==> src/design/timer_consts.vh <==
// Purpose: Constants for the five-channel timer control block
// Assumes: Included by the timer design files only
// Notes: Offsets are word indices on an AXI4-Lite slave, one 32-bit word each
`ifndef TIMER_CONSTS_VH
`define TIMER_CONSTS_VH
// Per-channel window: channel n sits at n * stride
`define CH_STRIDE_SHIFT 5
`define OFS_COUNTER_CONTROL 3'h0
`define OFS_PIN_FUNCTION 3'h1
`define OFS_CHANNEL_COUNTER 3'h2
`define OFS_GENERAL_REG_A 3'h3
`define OFS_GENERAL_REG_B 3'h4
`define OFS_STATUS_FLAGS 3'h5
// Global window at channel slot 5
`define GLOBAL_SLOT 3'h5
`define OFS_SYNC_GROUP 3'h0
`define OFS_PHASE_COUNT 3'h1
// Field positions
`define CLR_SRC_HI 6
`define CLR_SRC_LO 5
`define EXT_EDGE_HI 4
`define EXT_EDGE_LO 3
`define PSC_HI 2
`define FN_B_HI 6
`define FN_B_LO 4
`define FN_A_HI 2
`define FIXED_ONE_BIT 3
// Reset values
`define COUNTER_CONTROL_RST 8'h00
`define PIN_FUNCTION_RST 8'h08
`define CHANNEL_COUNTER_RST 16'h0000
`define GENERAL_REG_RST 16'hffff
// Clear source codes
`define CLR_NONE 2'h0
`define CLR_BY_A 2'h1
`define CLR_BY_B 2'h2
`define CLR_SYNC 2'h3
`define RESP_OKAY 2'h0
`define RESP_SLVERR 2'h2
`endif

==> src/design/timer_channel.v <==
// Purpose: One timer channel: counter, general registers, flags, pins
// Assumes: Count ticks and pin edges arrive already synchronised
// Notes: Writes from the bus win over counting in the same cycle
`timescale 1ns/100ps
`default_nettype none
`include "timer_consts.vh"
module timer_channel #(
  parameter TOGGLE_OK = 1
) (
  // Clock and reset
  input wire clk_sys,
  input wire rst,
  input wire init,
  // Count control
  input wire tick,
  input wire down,
  input wire [1:0] clr_sel,
  input wire sync_clr,
  input wire [2:0] fn_a,
  input wire [2:0] fn_b,
  // Capture pin edges
  input wire rise_a,
  input wire fall_a,
  input wire rise_b,
  input wire fall_b,
  // Register writes
  input wire wr_cnt,
  input wire wr_gra,
  input wire wr_grb,
  input wire wr_flags,
  input wire [1:0] be,
  input wire [15:0] wdata,
  // State
  output reg [15:0] channel_counter,
  output reg [15:0] general_reg_a,
  output reg [15:0] general_reg_b,
  output reg match_capture_flag_a,
  output reg match_capture_flag_b,
  output reg ovf_flag,
  output reg clear_evt,
  // Pins
  output reg pin_a_out,
  output reg pin_a_oe,
  output reg pin_b_out,
  output reg pin_b_oe
);
  function cap_hit;
    input [2:0] fn;
    input r;
    input f;
    begin
      cap_hit = fn[2] & (fn[1] ? (r | f) : (fn[0] ? f : r));
    end
  endfunction

  function [15:0] merge;
    input [15:0] old;
    begin
      merge = {be[1] ? wdata[15:8] : old[15:8],
               be[0] ? wdata[7:0] : old[7:0]};
    end
  endfunction

  reg clr_pend;
  wire [15:0] step = down ? channel_counter - 16'h0001 :
                            channel_counter + 16'h0001;
  wire [15:0] new_cnt = clr_pend ? 16'h0000 : step;
  wire cap_a = cap_hit(fn_a, rise_a, fall_a);
  wire cap_b = cap_hit(fn_b, rise_b, fall_b);
  wire cmp_a = tick & ~fn_a[2] & (new_cnt == general_reg_a);
  wire cmp_b = tick & ~fn_b[2] & (new_cnt == general_reg_b);
  wire ev_a = cap_a | cmp_a;
  wire ev_b = cap_b | cmp_b;
  wire trig = (clr_sel == `CLR_BY_A & ev_a) |
              (clr_sel == `CLR_BY_B & ev_b);
  wire wrap = tick & ~clr_pend &
              (down ? channel_counter == 16'h0000 :
                      channel_counter == 16'hffff);

  // Output level chosen by the compare setting; no toggle where absent
  function drive;
    input [2:0] fn;
    input cur;
    begin
      case (fn[1:0])
        2'h1: drive = 1'b0;
        2'h2: drive = 1'b1;
        2'h3: drive = TOGGLE_OK ? ~cur : 1'b1;
        default: drive = cur;
      endcase
    end
  endfunction

  always @(posedge clk_sys or posedge rst) begin
    if (rst) begin
      channel_counter <= `CHANNEL_COUNTER_RST;
      general_reg_a <= `GENERAL_REG_RST;
      general_reg_b <= `GENERAL_REG_RST;
      match_capture_flag_a <= 1'b0;
      match_capture_flag_b <= 1'b0;
      ovf_flag <= 1'b0;
      clr_pend <= 1'b0;
      clear_evt <= 1'b0;
      pin_a_out <= 1'b0;
      pin_b_out <= 1'b0;
      pin_a_oe <= 1'b0;
      pin_b_oe <= 1'b0;
    end else if (init) begin
      channel_counter <= `CHANNEL_COUNTER_RST;
      general_reg_a <= `GENERAL_REG_RST;
      general_reg_b <= `GENERAL_REG_RST;
      match_capture_flag_a <= 1'b0;
      match_capture_flag_b <= 1'b0;
      ovf_flag <= 1'b0;
      clr_pend <= 1'b0;
      clear_evt <= 1'b0;
      pin_a_out <= 1'b0;
      pin_b_out <= 1'b0;
      pin_a_oe <= 1'b0;
      pin_b_oe <= 1'b0;
    end else begin
      if (wr_cnt)
        channel_counter <= merge(channel_counter);
      else if (tick)
        channel_counter <= new_cnt;
      // Clear waits for the next count tick; a new trigger re-arms it
      clr_pend <= trig | (clr_sel == `CLR_SYNC & sync_clr) |
                  (clr_pend & ~tick);
      clear_evt <= trig;
      if (wr_gra)
        general_reg_a <= merge(general_reg_a);
      else if (cap_a)
        general_reg_a <= channel_counter;
      if (wr_grb)
        general_reg_b <= merge(general_reg_b);
      else if (cap_b)
        general_reg_b <= channel_counter;
      // Set wins over a clear written in the same cycle
      match_capture_flag_a <= ev_a | (match_capture_flag_a &
                              ~(wr_flags & be[0] & ~wdata[0]));
      match_capture_flag_b <= ev_b | (match_capture_flag_b &
                              ~(wr_flags & be[0] & ~wdata[1]));
      ovf_flag <= wrap | (ovf_flag & ~(wr_flags & be[0] & ~wdata[2]));
      if (cmp_a)
        pin_a_out <= drive(fn_a, pin_a_out);
      if (cmp_b)
        pin_b_out <= drive(fn_b, pin_b_out);
      pin_a_oe <= ~fn_a[2] & (fn_a[1:0] != 2'h0);
      pin_b_oe <= ~fn_b[2] & (fn_b[1:0] != 2'h0);
    end
  end
endmodule
`default_nettype wire

==> src/design/timer_unit.v <==
// Purpose: Five-channel 16-bit timer with clock, clear and pin control
// Assumes: AXI4-Lite master keeps one write and one read in flight
// Notes: standby is a level from logic on clk_sys and reinitialises
//
// Operation
// - Every channel has a counter control and a pin function register.
// - Reset or standby loads counter control bits 6 to 0 with zero.
// - Clear field 00 none, 01 on A event, 10 on B event, 11 sync.
// - Clear comes from compare match or capture, per register function.
// - Sync setting clears with the other synchronised counters.
// - Edge field: 00 rising, 01 falling, 1x both edges.
// - Prescaler: clock, /2, /4, /8, then external pins A to D.
// - Internal divided clocks count on falling edges only.
// - External pins count the edges chosen by the edge field.
// - Channel 2 phase mode ignores edge and prescaler fields.
// - Reset or standby loads pin function with bit 3 set, rest zero.
// - B field 000 to 011: compare with no drive, 0, 1, toggle.
// - B field 100, 101, 110 capture on rising, falling, both.
// - A field uses the same encoding for register A.
// - Compare pins drive 0 after reset until the first match.
// - Channel 2 drives 1 where toggle is selected.
// - Pin function bit 3 always reads 1; software writes 1.
// - Bit 7 of both registers has no effect; its read is undefined.
// - Each counter increments on every tick of its source; channel 2 phase mode also decrements.
// - Capture copies counter to the register and sets its flag.
`timescale 1ns/100ps
`default_nettype none
`include "timer_consts.vh"
module timer_unit (
  // Clock and reset
  input wire clk_sys,
  input wire rst,
  input wire standby,
  // AXI4-Lite write
  input wire [7:0] s_axi_awaddr,
  input wire s_axi_awvalid,
  output reg s_axi_awready,
  input wire [31:0] s_axi_wdata,
  input wire [3:0] s_axi_wstrb,
  input wire s_axi_wvalid,
  output reg s_axi_wready,
  output reg [1:0] s_axi_bresp,
  output reg s_axi_bvalid,
  input wire s_axi_bready,
  // AXI4-Lite read
  input wire [7:0] s_axi_araddr,
  input wire s_axi_arvalid,
  output reg s_axi_arready,
  output reg [31:0] s_axi_rdata,
  output reg [1:0] s_axi_rresp,
  output reg s_axi_rvalid,
  input wire s_axi_rready,
  // External clock pins A to D
  input wire [3:0] ext_clock_pin,
  // Compare and capture pins, one bit per channel
  input wire [4:0] compare_capture_pin_a_in,
  output wire [4:0] compare_capture_pin_a_out,
  output wire [4:0] compare_capture_pin_a_oe,
  input wire [4:0] compare_capture_pin_b_in,
  output wire [4:0] compare_capture_pin_b_out,
  output wire [4:0] compare_capture_pin_b_oe
);
  // ----------------------------------------------------------------
  // Control registers
  // ----------------------------------------------------------------
  reg [39:0] counter_control;
  reg [39:0] pin_function_control;
  reg [4:0] sync_group_control;
  reg phase_count_enable;

  // ----------------------------------------------------------------
  // Pin synchronisers
  // ----------------------------------------------------------------
  // Three stages; a change is accepted once stages two and three agree
  wire [13:0] raw = {compare_capture_pin_b_in, compare_capture_pin_a_in,
                     ext_clock_pin};
  reg [13:0] sync1;
  reg [13:0] sync2;
  reg [13:0] sync3;
  reg [13:0] level;
  wire [13:0] agree = ~(sync2 ^ sync3);
  wire [13:0] rise = agree & sync3 & ~level;
  wire [13:0] fall = agree & ~sync3 & level;

  always @(posedge clk_sys or posedge rst) begin
    if (rst) begin
      sync1 <= 14'h0000;
      sync2 <= 14'h0000;
      sync3 <= 14'h0000;
      level <= 14'h0000;
    end else begin
      sync1 <= raw;
      sync2 <= sync1;
      sync3 <= sync2;
      level <= (level & ~agree) | (sync3 & agree);
    end
  end

  // ----------------------------------------------------------------
  // Prescaler
  // ----------------------------------------------------------------
  // Each divided rate ticks once per period, at its falling edge
  reg [2:0] div;
  wire [3:0] int_tick = {div == 3'h7, div[1:0] == 2'h3, div[0],
                         1'b1};

  always @(posedge clk_sys or posedge rst) begin
    if (rst)
      div <= 3'h0;
    else
      div <= div + 3'h1;
  end

  // ----------------------------------------------------------------
  // Phase counting on channel 2, from pins A and B
  // ----------------------------------------------------------------
  wire ph_tick = rise[0] | fall[0] | rise[1] | fall[1];
  wire ph_up = (rise[0] & ~level[1]) | (fall[0] & level[1]) |
               (rise[1] & level[0]) | (fall[1] & ~level[0]);

  // ----------------------------------------------------------------
  // Channels
  // ----------------------------------------------------------------
  wire [79:0] cnt_bus;
  wire [79:0] gra_bus;
  wire [79:0] grb_bus;
  wire [14:0] flag_bus;
  wire [4:0] clear_evt;
  wire [4:0] chan_tick;
  wire [4:0] chan_down;

  // Bus write decode
  reg [7:0] aw_addr;
  reg [31:0] w_data;
  reg [3:0] w_strb;
  reg aw_full;
  reg w_full;
  wire wr_go = aw_full & w_full & ~s_axi_bvalid;
  wire [2:0] wr_slot = aw_addr[7:5];
  wire [2:0] wr_sub = aw_addr[4:2];
  wire init = standby;
  // Any sync-group channel that clears itself clears each group channel whose clear field is 11 sync
  wire grp_clr = |(clear_evt & sync_group_control);

  genvar i;
  generate
    for (i = 0; i < 5; i = i + 1) begin : g_ch
      wire [7:0] cc = counter_control[8*i+7:8*i];
      wire [7:0] pf = pin_function_control[8*i+7:8*i];
      wire [1:0] pin_sel = cc[1:0];
      wire er = rise[pin_sel];
      wire ef = fall[pin_sel];
      wire ext = cc[`EXT_EDGE_HI] ? (er | ef) :
                 (cc[`EXT_EDGE_LO] ? ef : er);
      wire src = cc[`PSC_HI] ? ext : int_tick[cc[1:0]];
      wire ph = (i == 2) & phase_count_enable;
      wire hit = wr_go & (wr_slot == i);
      assign chan_tick[i] = ph ? ph_tick : src;
      assign chan_down[i] = ph & ~ph_up;
      timer_channel #(
        .TOGGLE_OK(i != 2)
      ) u_ch (
        .clk_sys(clk_sys),
        .rst(rst),
        .init(init),
        .tick(chan_tick[i]),
        .down(chan_down[i]),
        .clr_sel(cc[`CLR_SRC_HI:`CLR_SRC_LO]),
        .sync_clr(grp_clr & sync_group_control[i]),
        .fn_a(pf[`FN_A_HI:0]),
        .fn_b(pf[`FN_B_HI:`FN_B_LO]),
        .rise_a(rise[4+i]),
        .fall_a(fall[4+i]),
        .rise_b(rise[9+i]),
        .fall_b(fall[9+i]),
        .wr_cnt(hit & wr_sub == `OFS_CHANNEL_COUNTER),
        .wr_gra(hit & wr_sub == `OFS_GENERAL_REG_A),
        .wr_grb(hit & wr_sub == `OFS_GENERAL_REG_B),
        .wr_flags(hit & wr_sub == `OFS_STATUS_FLAGS),
        .be(w_strb[1:0]),
        .wdata(w_data[15:0]),
        .channel_counter(cnt_bus[16*i+15:16*i]),
        .general_reg_a(gra_bus[16*i+15:16*i]),
        .general_reg_b(grb_bus[16*i+15:16*i]),
        .match_capture_flag_a(flag_bus[3*i]),
        .match_capture_flag_b(flag_bus[3*i+1]),
        .ovf_flag(flag_bus[3*i+2]),
        .clear_evt(clear_evt[i]),
        .pin_a_out(compare_capture_pin_a_out[i]),
        .pin_a_oe(compare_capture_pin_a_oe[i]),
        .pin_b_out(compare_capture_pin_b_out[i]),
        .pin_b_oe(compare_capture_pin_b_oe[i])
      );
    end
  endgenerate

  // ----------------------------------------------------------------
  // AXI4-Lite write channel
  // ----------------------------------------------------------------
  wire wr_hit_ch = wr_slot < `GLOBAL_SLOT & wr_sub <= `OFS_STATUS_FLAGS;
  wire wr_hit_gl = wr_slot == `GLOBAL_SLOT & wr_sub <= `OFS_PHASE_COUNT;
  wire [5:0] sel_bit = {3'h0, wr_slot} << 3;

  always @(posedge clk_sys or posedge rst) begin
    if (rst) begin
      s_axi_awready <= 1'b0;
      s_axi_wready <= 1'b0;
      s_axi_bvalid <= 1'b0;
      s_axi_bresp <= `RESP_OKAY;
      aw_full <= 1'b0;
      w_full <= 1'b0;
      aw_addr <= 8'h00;
      w_data <= 32'h00000000;
      w_strb <= 4'h0;
    end else begin
      // Address and data are taken independently, in either order
      s_axi_awready <= s_axi_awvalid & ~aw_full & ~s_axi_awready;
      s_axi_wready <= s_axi_wvalid & ~w_full & ~s_axi_wready;
      if (s_axi_awvalid & s_axi_awready) begin
        aw_full <= 1'b1;
        aw_addr <= s_axi_awaddr;
      end
      if (s_axi_wvalid & s_axi_wready) begin
        w_full <= 1'b1;
        w_data <= s_axi_wdata;
        w_strb <= s_axi_wstrb;
      end
      if (wr_go) begin
        aw_full <= 1'b0;
        w_full <= 1'b0;
        s_axi_bvalid <= 1'b1;
        s_axi_bresp <= (wr_hit_ch | wr_hit_gl) ? `RESP_OKAY :
                                                 `RESP_SLVERR;
      end else if (s_axi_bready)
        s_axi_bvalid <= 1'b0;
    end
  end

  // ----------------------------------------------------------------
  // Control register writes
  // ----------------------------------------------------------------
  // Bit 7 is not stored, so any value written there has no effect
  always @(posedge clk_sys or posedge rst) begin
    if (rst) begin
      counter_control <= {5{`COUNTER_CONTROL_RST}};
      pin_function_control <= {5{`PIN_FUNCTION_RST}};
      sync_group_control <= 5'h00;
      phase_count_enable <= 1'b0;
    end else if (init) begin
      counter_control <= {5{`COUNTER_CONTROL_RST}};
      pin_function_control <= {5{`PIN_FUNCTION_RST}};
      sync_group_control <= 5'h00;
      phase_count_enable <= 1'b0;
    end else if (wr_go & w_strb[0]) begin
      if (wr_hit_ch & wr_sub == `OFS_COUNTER_CONTROL)
        counter_control[sel_bit +: 8] <= {1'b0, w_data[6:0]};
      if (wr_hit_ch & wr_sub == `OFS_PIN_FUNCTION)
        pin_function_control[sel_bit +: 8] <=
          {1'b0, w_data[6:4], 1'b1, w_data[2:0]};
      if (wr_hit_gl & wr_sub == `OFS_SYNC_GROUP)
        sync_group_control <= w_data[4:0];
      if (wr_hit_gl & wr_sub == `OFS_PHASE_COUNT)
        phase_count_enable <= w_data[2];
    end
  end

  // ----------------------------------------------------------------
  // AXI4-Lite read channel
  // ----------------------------------------------------------------
  wire [2:0] rd_slot = s_axi_araddr[7:5];
  wire [2:0] rd_sub = s_axi_araddr[4:2];
  wire [5:0] rd_b8 = {3'h0, rd_slot} << 3;
  wire [6:0] rd_b16 = {4'h0, rd_slot} << 4;
  wire [3:0] rd_b3 = {1'b0, rd_slot} + {rd_slot, 1'b0};
  reg [31:0] rd_mux;
  reg rd_ok;

  always @* begin
    rd_mux = 32'h00000000;
    rd_ok = 1'b1;
    if (rd_slot < `GLOBAL_SLOT) begin
      case (rd_sub)
        `OFS_COUNTER_CONTROL:
          rd_mux[6:0] = counter_control[rd_b8 +: 7];
        `OFS_PIN_FUNCTION: begin
          rd_mux[6:0] = pin_function_control[rd_b8 +: 7];
          rd_mux[`FIXED_ONE_BIT] = 1'b1;
        end
        `OFS_CHANNEL_COUNTER: rd_mux[15:0] = cnt_bus[rd_b16 +: 16];
        `OFS_GENERAL_REG_A: rd_mux[15:0] = gra_bus[rd_b16 +: 16];
        `OFS_GENERAL_REG_B: rd_mux[15:0] = grb_bus[rd_b16 +: 16];
        `OFS_STATUS_FLAGS: rd_mux[2:0] = flag_bus[rd_b3 +: 3];
        default: rd_ok = 1'b0;
      endcase
    end else if (rd_slot == `GLOBAL_SLOT) begin
      case (rd_sub)
        `OFS_SYNC_GROUP: rd_mux[4:0] = sync_group_control;
        `OFS_PHASE_COUNT: rd_mux[2] = phase_count_enable;
        default: rd_ok = 1'b0;
      endcase
    end else begin
      rd_ok = 1'b0;
    end
  end

  always @(posedge clk_sys or posedge rst) begin
    if (rst) begin
      s_axi_arready <= 1'b0;
      s_axi_rvalid <= 1'b0;
      s_axi_rdata <= 32'h00000000;
      s_axi_rresp <= `RESP_OKAY;
    end else begin
      s_axi_arready <= s_axi_arvalid & ~s_axi_arready & ~s_axi_rvalid;
      if (s_axi_arvalid & s_axi_arready) begin
        s_axi_rvalid <= 1'b1;
        s_axi_rdata <= rd_mux;
        s_axi_rresp <= rd_ok ? `RESP_OKAY : `RESP_SLVERR;
      end else if (s_axi_rready)
        s_axi_rvalid <= 1'b0;
    end
  end
endmodule
`default_nettype wire

==> config.mk <==
export PLATFORM = sky130hd
export DESIGN_NAME = timer_unit
export DESIGN_NICKNAME = d
export VERILOG_FILES = /design/src/design/timer_channel.v /design/src/design/timer_unit.v
export VERILOG_INCLUDE_DIRS = /design/src /design/src/design
export SDC_FILE = /design/constraint.sdc
export NUM_CORES = 2
export LEC_CHECK = 0
export ABC_AREA = 1
export BUFFER_PORTS_ARGS = -buffer_cell sky130_fd_sc_hd__buf_4
export CORE_MARGIN = 3
export CORE_UTILIZATION = 40
export DETAILED_ROUTE_END_ITERATION = 7
export SLEW_MARGIN = 20
export SYNTH_ARGS = -nofsm -noshare
export SYNTH_HDL_FRONTEND = slang
export SYNTH_SLANG_ARGS = --single-unit
==> constraint.sdc <==
create_clock -name clk_sys -period 15.9 [get_ports clk_sys]
set_input_delay 0 -clock clk_sys [delete_from_list [all_inputs] [get_ports clk_sys]]
set_output_delay 0 -clock clk_sys [all_outputs]
set_load 0.02 [all_outputs]
==> impl_metrics.ini <==
[outcome]
status = finished, final reports clean

[place]
place_area_sq_um = 32100
globalplace.congestion = 0.989
dp_hpwl_mm = 89.9
port_buffers = 94

[timing]
final-setup-viol-count = 0
hold_slack_ns = 0.0497
final.setup.tns_ns = 0
rsz0062_at_grt = false
finalMaxSlewViolations = 0
clock-skew-final_ns = 0.0421
max_freq_mhz = 226
final_hold_viol_count = 0
maxSlewHeadroom_pct = 25.0
period_minus_slack_ns = 4.43
worst_pin_slew_ns = 1.12
period_share_pct = 27.9

[drt]
drt_iter0_drc = 3431
drcViolationCount = 0
via_count = 31000
ant_nets = 0
viasPerCell = 5.65
drt_wl_total_mm = 121
wl_per_cell_um = 22.0
firstDrtPassIters = 6

[clock_tree]
cts_tree = done
ctsHoldBuffers = 87
cts_htree_levels = 2
cts.repair.resized = 0
cts-root-buf = clkbuf_16
cts.sinks = 464
clk_pin_slew_ns = 0.06
cts_made_buffers = 57
postCtsSetupRepairBufs = 0
clock_latency_ns = 0.65
cts_buffer_depth = 3

[finish]
diodes = 0
final_nets = 4537
finish.utilization_pct = 45.7
layout-drive-gt1-share_pct = 11.4
synthToLayoutAreaGrowth_pct = 13.0
final_cell_mix = 946 x nand2_1, 725 x o21ai_0, 508 x inv_1
finalInstanceArea_sq_um = 34900
final_common_cell = nand2_1

[critical_path]
worstPathArrival_ns = 4.93
path_cells = inv_1 -> ha_1 -> nand2_2 -> nor2_1 -> nor2_1 -> nand3_2 -> inv_1 -> ha_1 -> nand2_1 -> inv_1 -> a21oi_1 -> nand2_1 -> nand2_1 -> nand3_1 -> nand3_1 -> nand2_1 -> nand2_1 -> nand3_1 -> nor2_1 -> nand3_1 -> o21ai_0 -> a21oi_1
r2r_cells = 22
slowest_stage = inv_1
cpMostUsedCell = nand2_1
crit_path_end_kind = flip-flop
cp_data_required_time_ns = 16.40
critPathMaxStageDelay_ns = 0.44
cp-start-kind = flip-flop
critPathMaxFanout = 15
crit_type = flip-flop to flip-flop

[power]
ir_drop_v = 0.000110
power_uw = 4300
switching_power_uw = 1730
leakagePower_uw = 0.0156
pwr-share-seq_pct = 39.3
power_frac_comb_pct = 29.7
clockPowerShare_pct = 31.0
power_density_nw_per_um2 = 123
switching_share_pct = 40.3
cellInternalPower_uw = 2570

[synthesis]
synth_seq_cells = 464
yosys_warnings = 0
yosysTopAreaCell = dfrtp_1
synth_top_area_share_pct = 24.7
synth.avg_cell_area_sq_um = 7.08
ys_async_sr_fraction_pct = 100
synthCells = 4355
synth_edf_count = 0
ys.flop_type = dfrtp_1
netlist_area_sq_um = 30800
ys_seq_area_share_pct = 38.3
ys_types = 61
synthTopCellsByArea = dfrtp_1 25%, dfstp_2 14%, o21ai_0 12%

[global_route]
grt_overflow = 0
grt_pass1_wl_mm = 182
grt_pass1_vias = 28900
antenna_found_initial = 3
grt_max_degree = 146
track_usage_pct = 29.4

[hold_path]
holdCritPathClass = primary input to async pin

[die]
start_util_pct = 40.5
fp-row-count = 101
die_area_sq_um = 80500
core_area_sq_um = 76200
die_h_um = 284
die_w_um = 284
io_pins = 135

[job]
max_cap_viol_count = 0
final timing paths:
kind                                      start                               to  slack [ns]
worst max-delay path                   sync2[1]           g_ch[2].u_ch.pin_b_out       11.47
worst min-delay path                        rst                    s_axi_awready        0.05
worst max register to register         sync2[1]           g_ch[2].u_ch.pin_b_out       11.47
worst min register to register         sync1[3]                         sync2[3]        0.33
max in group asynchronous                   rst  g_ch[3].u_ch.channel_counter[8]       13.68
min in group clk_sys            s_axi_araddr[4]                   s_axi_rdata[5]        0.05
critical path, delay by kind of cell, from the launching register on:
family	cells	cell delay, ns
adders and majority gates	2	0.58
DFF	1	0.38
buffers and inverters	3	0.55
AOI/OAI and AO/OA	3	0.45
and+or+nand+nor	14	2.32
layer usage:
layer / track usage (%) / vias to the layer above / share of wire [%]
met4: 10.3 / 2 / 3.6
met3: 5.25 / 222 / 9.0
met5: 0 / - / 0.011
met2: 45.7 / 1309 / 44
met1: 41.1 / 14800 / 43
li1: - / 14700 / -
flip-flops by register name, indices dropped and copies added, names as in the netlist, 2 cells and up, named ones only:
| signal | count |
|---|---|
| g_ch.u_ch.channel_counter | 80 |
| g_ch.u_ch.general_reg_a | 80 |
| g_ch.u_ch.general_reg_b | 80 |
| counter_control | 35 |
| pin_function_control | 30 |
| s_axi_rdata | 16 |
| w_data | 16 |
| sync1 | 14 |
| sync2 | 14 |
| sync3 | 14 |
| aw_addr | 6 |
| g_ch.u_ch.clear_evt | 5 |
| g_ch.u_ch.clr_pend | 5 |
| g_ch.u_ch.match_capture_flag_a | 5 |
| g_ch.u_ch.match_capture_flag_b | 5 |
| g_ch.u_ch.ovf_flag | 5 |
| g_ch.u_ch.pin_a_oe | 5 |
| g_ch.u_ch.pin_a_out | 5 |
| g_ch.u_ch.pin_b_oe | 5 |
| g_ch.u_ch.pin_b_out | 5 |
| sync_group_control | 5 |
| div | 3 |
| w_strb | 2 |
power by group through the flow:
stage                     sequential (uW)  combinational [uW]  clock (uW)
after floorplan                      1530                 857           0
after global placement               1700                1190           0
after detailed placement             1700                1200           0
after CTS                            1680                1250        1350
after global routing                 1710                1410        1400
final                                1690                1280        1330
kinds of logic after synthesis:
logic type                 Yosys count  share of synthesized area, %
adders and majority gates           60                          2.48
buffers and inverters              797                          10.4
DFF                                464                          38.3
and+or+nand+nor                   1650                          23.4
AOI/OAI and AO/OA                 1306                          23.2
muxes                                1                        0.0325
xor gates and xnor gates            76                          2.16
other                                1                        0.0122
Yosys cell counts, drive strengths merged, types with 49 or more instances:
master / number
dfrtp: 304
ha: 58
nand3: 221
nor3: 51
clkbuf: 153
xor2: 74
inv: 540
buf: 96
a21oi: 303
o21ai: 787
nor2: 288
dfstp: 160
o2111ai: 49
nand4: 85
nand2: 962
metrics by stage:
stage                     std cells  worst slack (ns)
final                          5481             11.47
after global routing           5481             11.03
after CTS                      5481             11.50
after detailed placement       5287             11.53
after global placement         5287             11.62
after floorplan                4372              3.23
layout make-up:
| type | instances | area (sq um) |
|---|---|---|
| inverter | 548 | 2070 |
| clock buffer | 87 | 1640 |
| sequential | 464 | 11800 |
| tap | 1030 | 1290 |
| timing repair buffer | 221 | 1910 |
| clock inverter | 20 | 240 |
| fill | 7832 | 41300 |
| multi-input combinational | 3111 | 15900 |
Note: power is estimated with default switching activity, not from simulation.
